File: config.mk
export PLATFORM = sky130hd
export DESIGN_NAME = periodic_interval_timer_12bit
export DESIGN_NICKNAME = d
export VERILOG_FILES = /design/src/interval_timer_pkg.sv /design/src/interval_counter_core.sv /design/src/periodic_interval_timer_12bit.sv
export SDC_FILE = /design/constraint.sdc
export NUM_CORES = 1
export LEC_CHECK = 0
export ABC_AREA = 1
export BUFFER_PORTS_ARGS = -buffer_cell sky130_fd_sc_hd__buf_4
export CAP_MARGIN = 5
export CORE_UTILIZATION = 30
export DETAILED_ROUTE_END_ITERATION = 16
export MAX_ROUTING_LAYER = met4
export PLACE_DENSITY = 0.52
export SYNTH_ARGS = -nofsm -noshare
export SYNTH_HDL_FRONTEND = slang
export SYNTH_SLANG_ARGS = --single-unit
export TNS_END_PERCENT = 10
File: constraint.sdc
create_clock -name aclk -period 2 [get_ports aclk]
set_clock_uncertainty 0.1 [all_clocks]
set_input_delay 0 -clock aclk [delete_from_list [all_inputs] [get_ports aclk]]
set_output_delay 0 -clock aclk [all_outputs]
set_load 0.1 [all_outputs]
File: src/interval_timer_pkg.sv
package interval_timer_pkg;

    // Register byte offsets on the AXI4-Lite bus
    localparam logic [5:0]  RESET_CTRL_OFF   = 6'h00;
    localparam logic [5:0]  CLOCK_EN_OFF     = 6'h04;
    localparam logic [5:0]  TIMER_CTRL_OFF   = 6'h08;
    localparam logic [5:0]  IRQ_FLAGS_OFF    = 6'h0c;
    localparam logic [5:0]  IRQ_MASK_OFF     = 6'h10;
    localparam logic [5:0]  COUNT_STAT_OFF   = 6'h14;

    // Field positions
    localparam int          RESET_HOLD_BIT   = 7;
    localparam int          CLOCK_GATE_BIT   = 7;
    localparam int          RUN_BIT          = 15;
    localparam int          COMPARE_MSB      = 11;
    localparam int          IRQ_BIT          = 1;

    // Counter width
    localparam int          COUNT_W          = 12;

    // Reset values
    localparam logic [7:0]  RESET_CTRL_RST   = 8'h00;
    localparam logic [7:0]  CLOCK_EN_RST     = 8'h00;
    localparam logic [15:0] TIMER_CTRL_RST   = 16'h031f;
    localparam logic [7:0]  IRQ_FLAGS_RST    = 8'h00;
    localparam logic [7:0]  IRQ_MASK_RST     = 8'h02;

    // Writable bits of each register
    localparam logic [7:0]  RESET_CTRL_MASK  = 8'h80;
    localparam logic [7:0]  CLOCK_EN_MASK    = 8'h80;
    localparam logic [15:0] TIMER_CTRL_MASK  = 16'h8fff;
    localparam logic [7:0]  IRQ_BITS_MASK    = 8'h02;

    // AXI responses
    localparam logic [1:0]  RESP_OKAY        = 2'b00;
    localparam logic [1:0]  RESP_SLVERR      = 2'b10;

endpackage : interval_timer_pkg

File: src/interval_counter_core.sv
`timescale 1ns/1ps
module interval_counter_core
    import interval_timer_pkg::*;
#(
    parameter int WIDTH = COUNT_W
) (
    input  logic             aclk,
    input  logic             aresetn,
    input  logic             hold,
    input  logic             tick,
    input  logic [WIDTH-1:0] compare,
    output logic [WIDTH-1:0] count,
    output logic             hit
);

    logic [WIDTH-1:0] count_reg;
    logic             hit_reg;

    // Counter: held at zero, advances per tick, clears on compare
    always_ff @(posedge aclk) begin
        if (!aresetn || hold) begin
            count_reg <= '0;
        end else if (tick) begin
            if (count_reg == compare) begin
                count_reg <= '0;
            end else begin
                count_reg <= count_reg + 1'b1;
            end
        end
    end

    // One-cycle pulse when the period completes
    always_ff @(posedge aclk) begin
        if (!aresetn || hold) begin
            hit_reg <= 1'b0;
        end else begin
            hit_reg <= tick && (count_reg == compare);
        end
    end

    assign count = count_reg;
    assign hit   = hit_reg;

endmodule : interval_counter_core

File: src/periodic_interval_timer_12bit.sv
`timescale 1ns/1ps
// Contract
// - Reset hold bit set keeps timer reset
// - Clock gate bit supplies or stops count clock
// - Run bit starts or stops counting
// - Period is count clocks times compare plus one
// - Request flag set; mask one blocks servicing
module periodic_interval_timer_12bit
    import interval_timer_pkg::*;
(
    input  logic        aclk,
    input  logic        aresetn,
    input  logic        count_clk_in,
    input  logic [5:0]  s_axi_awaddr,
    input  logic [2:0]  s_axi_awprot,
    input  logic        s_axi_awvalid,
    output logic        s_axi_awready,
    input  logic [31:0] s_axi_wdata,
    input  logic [3:0]  s_axi_wstrb,
    input  logic        s_axi_wvalid,
    output logic        s_axi_wready,
    output logic [1:0]  s_axi_bresp,
    output logic        s_axi_bvalid,
    input  logic        s_axi_bready,
    input  logic [5:0]  s_axi_araddr,
    input  logic [2:0]  s_axi_arprot,
    input  logic        s_axi_arvalid,
    output logic        s_axi_arready,
    output logic [31:0] s_axi_rdata,
    output logic [1:0]  s_axi_rresp,
    output logic        s_axi_rvalid,
    input  logic        s_axi_rready,
    output logic        irq
);

    // Byte-lane merge of write data into an old register value
    function automatic logic [15:0] merge16(
        input logic [15:0] old_val,
        input logic [31:0] wdata,
        input logic [3:0]  wstrb
    );
        logic [15:0] res;
        res = old_val;
        if (wstrb[0]) begin
            res[7:0] = wdata[7:0];
        end
        if (wstrb[1]) begin
            res[15:8] = wdata[15:8];
        end
        return res;
    endfunction : merge16

    // Known register decode
    function automatic logic is_mapped(input logic [5:0] addr);
        return (addr == RESET_CTRL_OFF) || (addr == CLOCK_EN_OFF) ||
               (addr == TIMER_CTRL_OFF) || (addr == IRQ_FLAGS_OFF) ||
               (addr == IRQ_MASK_OFF)   || (addr == COUNT_STAT_OFF);
    endfunction : is_mapped

    // Bus handshake state
    logic        awready_reg;
    logic        wready_reg;
    logic        bvalid_reg;
    logic [1:0]  bresp_reg;
    logic        arready_reg;
    logic        rvalid_reg;
    logic [1:0]  rresp_reg;
    logic [31:0] rdata_reg;
    logic [5:0]  waddr_reg;
    logic        waddr_full_reg;
    logic [31:0] wdata_reg;
    logic [3:0]  wstrb_reg;
    logic        wdata_full_reg;

    // Software registers
    logic [7:0]  reset_ctrl_reg;
    logic [7:0]  clock_en_reg;
    logic [15:0] timer_ctrl_reg;
    logic [7:0]  irq_flags_reg;
    logic [7:0]  irq_mask_reg;
    logic        irq_reg;

    // Count clock pin synchroniser and edge detect
    logic        cclk_meta_reg;
    logic        cclk_sync_reg;
    logic        cclk_prev_reg;

    // Derived controls
    logic        do_write;
    logic        wr_reset_ctrl;
    logic        wr_clock_en;
    logic        wr_timer_ctrl;
    logic        wr_irq_flags;
    logic        wr_irq_mask;
    logic        reset_hold;
    logic        clock_gate;
    logic        timer_run;
    logic        count_tick;
    logic        count_edge;
    logic        wr_legal;
    logic [COUNT_W-1:0] compare_value;
    logic [COUNT_W-1:0] count_value;
    logic        period_hit;
    logic [7:0]  irq_flags_next;

    // Write happens once address and data are both captured
    assign do_write = waddr_full_reg && wdata_full_reg && !bvalid_reg;

    // Write decode
    always_comb begin
        wr_reset_ctrl = 1'b0;
        wr_clock_en   = 1'b0;
        wr_timer_ctrl = 1'b0;
        wr_irq_flags  = 1'b0;
        wr_irq_mask   = 1'b0;
        if (!do_write) begin
            wr_reset_ctrl = 1'b0;
        end else if (waddr_reg == RESET_CTRL_OFF) begin
            wr_reset_ctrl = 1'b1;
        end else if (waddr_reg == CLOCK_EN_OFF) begin
            wr_clock_en = 1'b1;
        end else if (waddr_reg == TIMER_CTRL_OFF) begin
            wr_timer_ctrl = 1'b1;
        end else if (waddr_reg == IRQ_FLAGS_OFF) begin
            wr_irq_flags = 1'b1;
        end else if (waddr_reg == IRQ_MASK_OFF) begin
            wr_irq_mask = 1'b1;
        end
    end

    // Write address channel capture
    always_ff @(posedge aclk) begin
        if (!aresetn) begin
            awready_reg    <= 1'b0;
            waddr_full_reg <= 1'b0;
            waddr_reg      <= 6'h00;
        end else if (s_axi_awvalid && awready_reg) begin
            awready_reg    <= 1'b0;
            waddr_full_reg <= 1'b1;
            waddr_reg      <= s_axi_awaddr;
        end else if (do_write) begin
            waddr_full_reg <= 1'b0;
        end else begin
            awready_reg <= !waddr_full_reg && !bvalid_reg;
        end
    end

    // Write data channel capture
    always_ff @(posedge aclk) begin
        if (!aresetn) begin
            wready_reg     <= 1'b0;
            wdata_full_reg <= 1'b0;
            wdata_reg      <= 32'h0000_0000;
            wstrb_reg      <= 4'h0;
        end else if (s_axi_wvalid && wready_reg) begin
            wready_reg     <= 1'b0;
            wdata_full_reg <= 1'b1;
            wdata_reg      <= s_axi_wdata;
            wstrb_reg      <= s_axi_wstrb;
        end else if (do_write) begin
            wdata_full_reg <= 1'b0;
        end else begin
            wready_reg <= !wdata_full_reg && !bvalid_reg;
        end
    end

    // Writable offsets: mapped and not the read-only count status
    assign wr_legal = is_mapped(waddr_reg) && (waddr_reg != COUNT_STAT_OFF);

    // Write response, error on unmapped or read-only offsets
    always_ff @(posedge aclk) begin
        if (!aresetn) begin
            bvalid_reg <= 1'b0;
            bresp_reg  <= RESP_OKAY;
        end else if (do_write) begin
            bvalid_reg <= 1'b1;
            if (wr_legal) begin
                bresp_reg <= RESP_OKAY;
            end else begin
                bresp_reg <= RESP_SLVERR;
            end
        end else if (bvalid_reg && s_axi_bready) begin
            bvalid_reg <= 1'b0;
        end
    end

    // Reset control register
    always_ff @(posedge aclk) begin
        if (!aresetn) begin
            reset_ctrl_reg <= RESET_CTRL_RST;
        end else if (wr_reset_ctrl && wstrb_reg[0]) begin
            reset_ctrl_reg <= wdata_reg[7:0] & RESET_CTRL_MASK;
        end
    end

    // Clock enable register
    always_ff @(posedge aclk) begin
        if (!aresetn) begin
            clock_en_reg <= CLOCK_EN_RST;
        end else if (wr_clock_en && wstrb_reg[0]) begin
            clock_en_reg <= wdata_reg[7:0] & CLOCK_EN_MASK;
        end
    end

    // Timer control register: run bit and compare value
    always_ff @(posedge aclk) begin
        if (!aresetn) begin
            timer_ctrl_reg <= TIMER_CTRL_RST;
        end else if (wr_timer_ctrl) begin
            timer_ctrl_reg <= merge16(timer_ctrl_reg, wdata_reg, wstrb_reg) & TIMER_CTRL_MASK;
        end
    end

    // Interrupt mask register
    always_ff @(posedge aclk) begin
        if (!aresetn) begin
            irq_mask_reg <= IRQ_MASK_RST;
        end else if (wr_irq_mask && wstrb_reg[0]) begin
            irq_mask_reg <= wdata_reg[7:0] & IRQ_BITS_MASK;
        end
    end

    // Sticky request flag: write one clears, a new period end wins
    always_comb begin
        irq_flags_next = irq_flags_reg;
        if (wr_irq_flags && wstrb_reg[0]) begin
            irq_flags_next = irq_flags_reg & ~wdata_reg[7:0];
        end
        if (period_hit) begin
            irq_flags_next[IRQ_BIT] = 1'b1;
        end
    end

    // Flag register keeps only the timer request bit
    always_ff @(posedge aclk) begin
        if (!aresetn) begin
            irq_flags_reg <= IRQ_FLAGS_RST;
        end else begin
            irq_flags_reg <= irq_flags_next & IRQ_BITS_MASK;
        end
    end

    // Interrupt output, blocked while the mask bit is one
    always_ff @(posedge aclk) begin
        if (!aresetn) begin
            irq_reg <= 1'b0;
        end else begin
            irq_reg <= |(irq_flags_reg & ~irq_mask_reg & IRQ_BITS_MASK);
        end
    end

    // Read address channel
    always_ff @(posedge aclk) begin
        if (!aresetn) begin
            arready_reg <= 1'b0;
        end else if (s_axi_arvalid && arready_reg) begin
            arready_reg <= 1'b0;
        end else begin
            arready_reg <= !rvalid_reg;
        end
    end

    // Read data channel and mux
    always_ff @(posedge aclk) begin
        if (!aresetn) begin
            rvalid_reg <= 1'b0;
            rresp_reg  <= RESP_OKAY;
            rdata_reg  <= 32'h0000_0000;
        end else if (s_axi_arvalid && arready_reg) begin
            rvalid_reg <= 1'b1;
            rresp_reg  <= RESP_OKAY;
            rdata_reg  <= 32'h0000_0000;
            if (s_axi_araddr == RESET_CTRL_OFF) begin
                rdata_reg[7:0] <= reset_ctrl_reg;
            end else if (s_axi_araddr == CLOCK_EN_OFF) begin
                rdata_reg[7:0] <= clock_en_reg;
            end else if (s_axi_araddr == TIMER_CTRL_OFF) begin
                rdata_reg[15:0] <= timer_ctrl_reg;
            end else if (s_axi_araddr == IRQ_FLAGS_OFF) begin
                rdata_reg[7:0] <= irq_flags_reg;
            end else if (s_axi_araddr == IRQ_MASK_OFF) begin
                rdata_reg[7:0] <= irq_mask_reg;
            end else if (s_axi_araddr == COUNT_STAT_OFF) begin
                rdata_reg[COUNT_W-1:0] <= count_value;
            end else begin
                rresp_reg <= RESP_SLVERR;
            end
        end else if (rvalid_reg && s_axi_rready) begin
            rvalid_reg <= 1'b0;
        end
    end

    // Count clock pin through two flops, then edge history
    always_ff @(posedge aclk) begin
        if (!aresetn) begin
            cclk_meta_reg <= 1'b0;
            cclk_sync_reg <= 1'b0;
            cclk_prev_reg <= 1'b0;
        end else begin
            cclk_meta_reg <= count_clk_in;
            cclk_sync_reg <= cclk_meta_reg;
            cclk_prev_reg <= cclk_sync_reg;
        end
    end

    // Control decode
    assign reset_hold    = reset_ctrl_reg[RESET_HOLD_BIT];
    assign clock_gate    = clock_en_reg[CLOCK_GATE_BIT];
    assign timer_run     = timer_ctrl_reg[RUN_BIT];
    assign compare_value = timer_ctrl_reg[COMPARE_MSB:0];

    // Synchronised rising edge of the count clock pin
    assign count_edge = cclk_sync_reg && !cclk_prev_reg;

    // Count clock rising edge, gated by supply enable and run
    assign count_tick = count_edge && clock_gate
                        && timer_run;

    // Counter core
    interval_counter_core #(
        .WIDTH   (COUNT_W)
    ) u_core (
        .aclk    (aclk),
        .aresetn (aresetn),
        .hold    (reset_hold),
        .tick    (count_tick),
        .compare (compare_value),
        .count   (count_value),
        .hit     (period_hit)
    );

    // Outputs from flops
    assign s_axi_awready = awready_reg;
    assign s_axi_wready  = wready_reg;
    assign s_axi_bvalid  = bvalid_reg;
    assign s_axi_bresp   = bresp_reg;
    assign s_axi_arready = arready_reg;
    assign s_axi_rvalid  = rvalid_reg;
    assign s_axi_rresp   = rresp_reg;
    assign s_axi_rdata   = rdata_reg;
    assign irq           = irq_reg;

endmodule : periodic_interval_timer_12bit

==> flow_summary_export.csv <==
group,metric,value,unit
critical_path,cp-start-kind,"input pin",
synthesis,seq_area_frac_synth,43.9,%
drt,drc,0,
power,p_per_area,873,nW/µm²
synthesis,yosysWarnings,0,
synthesis,netlist_area,3510,µm²
power,p_leak,2.08,nW
cts,cts_setup_buffers,0,
floorplanning,start_util,30.7,%
critical_path,arrival,1.80,ns
global_route,grt_use_total,14.9,%
sta,timing.final.setup_violations,0,
synthesis,syn_avg_cell_area,7.06,µm²
power,peakVddDrop,0.468,mV
place,io_buffers,55,
finish,syn_to_final_growth,32.8,%
place,gp_congestion,0.820,
hold_path,holdCritPathClass,"in -> reg",
critical_path,startpoint,"s_axi_araddr[4]",
cts,clk_latency,0.33,ns
critical_path,rrSetupSlack,0.33,ns
finish,multiInputGateArea,1570,µm²
critical_path,r2r_end,"u_core.count[10]",
critical_path,endpoint,"s_axi_rdata[1]",
sta,hold_violations,0,
critical_path,crit_fanout,7,
drt,wl_per_cell,11.3,µm
finish,n_antenna_cell,0,
cts,root_buffer,"clkbuf_16",
drt,ant_nets,0,
floorplanning,die_y,110,µm
global_route,grt_max_degree,39,
critical_path,r2r_start,"timer_ctrl_reg[15]",
sta,timing.fmax,592,MHz
sta,slew_viol_final,0,
finish,final_cell_mix,"nand2_1 (104), dfxtp_1 (77), nor2_1 (74)",
synthesis,synth_cell_types,31,
sta,hold_ws,0.0199,ns
sta,relSlewSlack,64.9,%
place,dp_hpwl,6150,µm
finish,n_fill_cell,1211,
floorplanning,num_rows,39,
global_route,grt_pass1_wl,13500,µm
critical_path,crit_type,"in -> reg",
sta,tightest_slew,0.525,ns
synthesis,synthCells,497,
global_route,grt_pass1_vias,2823,
critical_path,critPathRequiredTime,2.11,ns
sta,rsz0062_at_grt,"no",
sta,period_needed,1.69,ns
drt,detail_route.vias_per_cell,4.40,
synthesis,synth_seq_cells,77,
global_route,grt_overflow,0,
drt,via_count,3228,
critical_path,r2r_cells,9,
cts,path_clk_slew,0.06,ns
drt,drt-total-wl,8300,µm
critical_path,end_kind,"flip-flop",
floorplanning,core-area,11400,µm²
sta,setup_tns,0,ns
job,drv_cap,0,
finish,layout-drive-gt1-share,14.9,%
finish,nets,649,
cts,numCtsBuffers,9,
floorplanning,dieArea,12100,µm²
finish,final_common_cell,"nand2_1",
drt,drt-pass1-iter-count,5,
floorplanning,chipWidth,110,µm
sta,min_period_over_period,84.4,%
power,total_power,4.07,mW
status,status,"finished clean",
cts,clock_sinks,77,
cts,clockBufferDepth,2,
global_route,antenna_found_initial,0,
cts,cts_tree,"yes",
cts,h-tree-depth,3,
drt,drt_iter0_markers,94,
floorplanning,io_pins,104,
finish,area.sequential,1540,µm²
repair_timing:
action / in CTS / in global routing
hold buffers: 31 / 0
endpoints found under the hold margin: 28 / 0
resized for setup: 0 / 0
synth_stat cells:
master    count  area share, %
a211oi_1      2           0.43
buf_6         2           0.64
nor2_4        1           0.32
nand4_1       6            1.1
a21oi_1      35            5.0
xnor2_1       2           0.50
nor2_2        3           0.53
nand3b_1      1           0.21
nand3_2       1           0.29
nor3_1        5           0.71
nand2_1     104             11
conb_1        1           0.11
clkbuf_1      7           0.75
nand3_1      17            2.4
dfxtp_1      77             44
o31ai_1       1           0.21
buf_4        21            4.5
inv_2         1           0.11
nor2_1       74            7.9
a31oi_1       1           0.18
clkinv_1      1           0.11
xor2_1        4            1.0
nor3_4        1           0.46
nor3_2        1           0.29
nand2_2       3           0.53
ha_1          1           0.36
buf_2         3           0.43
inv_1        64            6.8
o211ai_1      8            1.7
nand3_4       1           0.50
o21ai_0      48            6.8
critical path, stage by stage:
cell	delay, ns
dlygate4sd3_1	0.53
buf_4	0.14
inv_1	0.07
nand2_1	0.09
nor2_4	0.18
nand4_1	0.09
dlygate4sd3_1	0.56
nand3_1	0.07
o21ai_0	0.06
power breakdown:
part	switching (mW)	total, mW	internal, mW
registers	0.0301	1.61	1.58
logic	0.385	0.528	0.143
clock network	0.662	1.93	1.27
total	1.08	4.07	2.99
area by class of cell:
type / instances / area share (%)
tap: 143 / 3.84
clock inverter: 6 / 2.52
multi-input combinational: 341 / 33.8
sequential: 77 / 33.1
clock buffer: 10 / 5.13
inverter: 66 / 5.32
timing repair buffer: 91 / 16.3
worst min path at each step:
stage	start	to	slack, ns	depth (start not counted)
6_report	aresetn	s_axi_rdata[15]	0.02	5
3_5_place_dp	count_clk_in	cclk_meta_reg	0.12	3
3_3_place_gp	count_clk_in	cclk_meta_reg	0.11	3
2_1_floorplan	count_clk_in	cclk_meta_reg	-0.002	2
5_1_grt	aresetn	clock_en_reg[7]	0.06	4
4_1_cts	aresetn	s_axi_rdata[15]	0.03	5
per-layer routing:
metal	GRT usage (%)	share of wire (%)	vias to the layer above
met5	-	0	-
met4	5.92	1.3	0
met3	2.29	5.3	7
met2	21.3	42	98
met1	21.0	52	1401
li1	-	-	1722
cell families after synthesis:
family	Yosys count	synth area share, %
AND/OR/NAND/NOR	218	26.4
AO/OA/AOI/OAI	95	14.4
adder cells (fa/ha/maj)	1	0.356
other	1	0.107
XOR/XNOR	6	1.50
buffers and inverters	99	13.4
flip-flops	77	43.9
through the flow:
| stage | std cells | setup slack (ns) | util [%] | area [µm²] |
|---|---|---|---|---|
| final | 734 | 0.312 | 40.8 | 4660 |
| after global routing | 734 | 0.180 | 40.8 | 4660 |
| after CTS | 734 | 0.310 | 40.8 | 4660 |
| after detailed placement | 687 | 0.319 | 35.0 | 3990 |
| after global placement | 687 | 0.326 | 35.0 | 3990 |
| after floorplan | 517 | 0.0568 | - | 3580 |
Power figures use the tool's default switching activity.
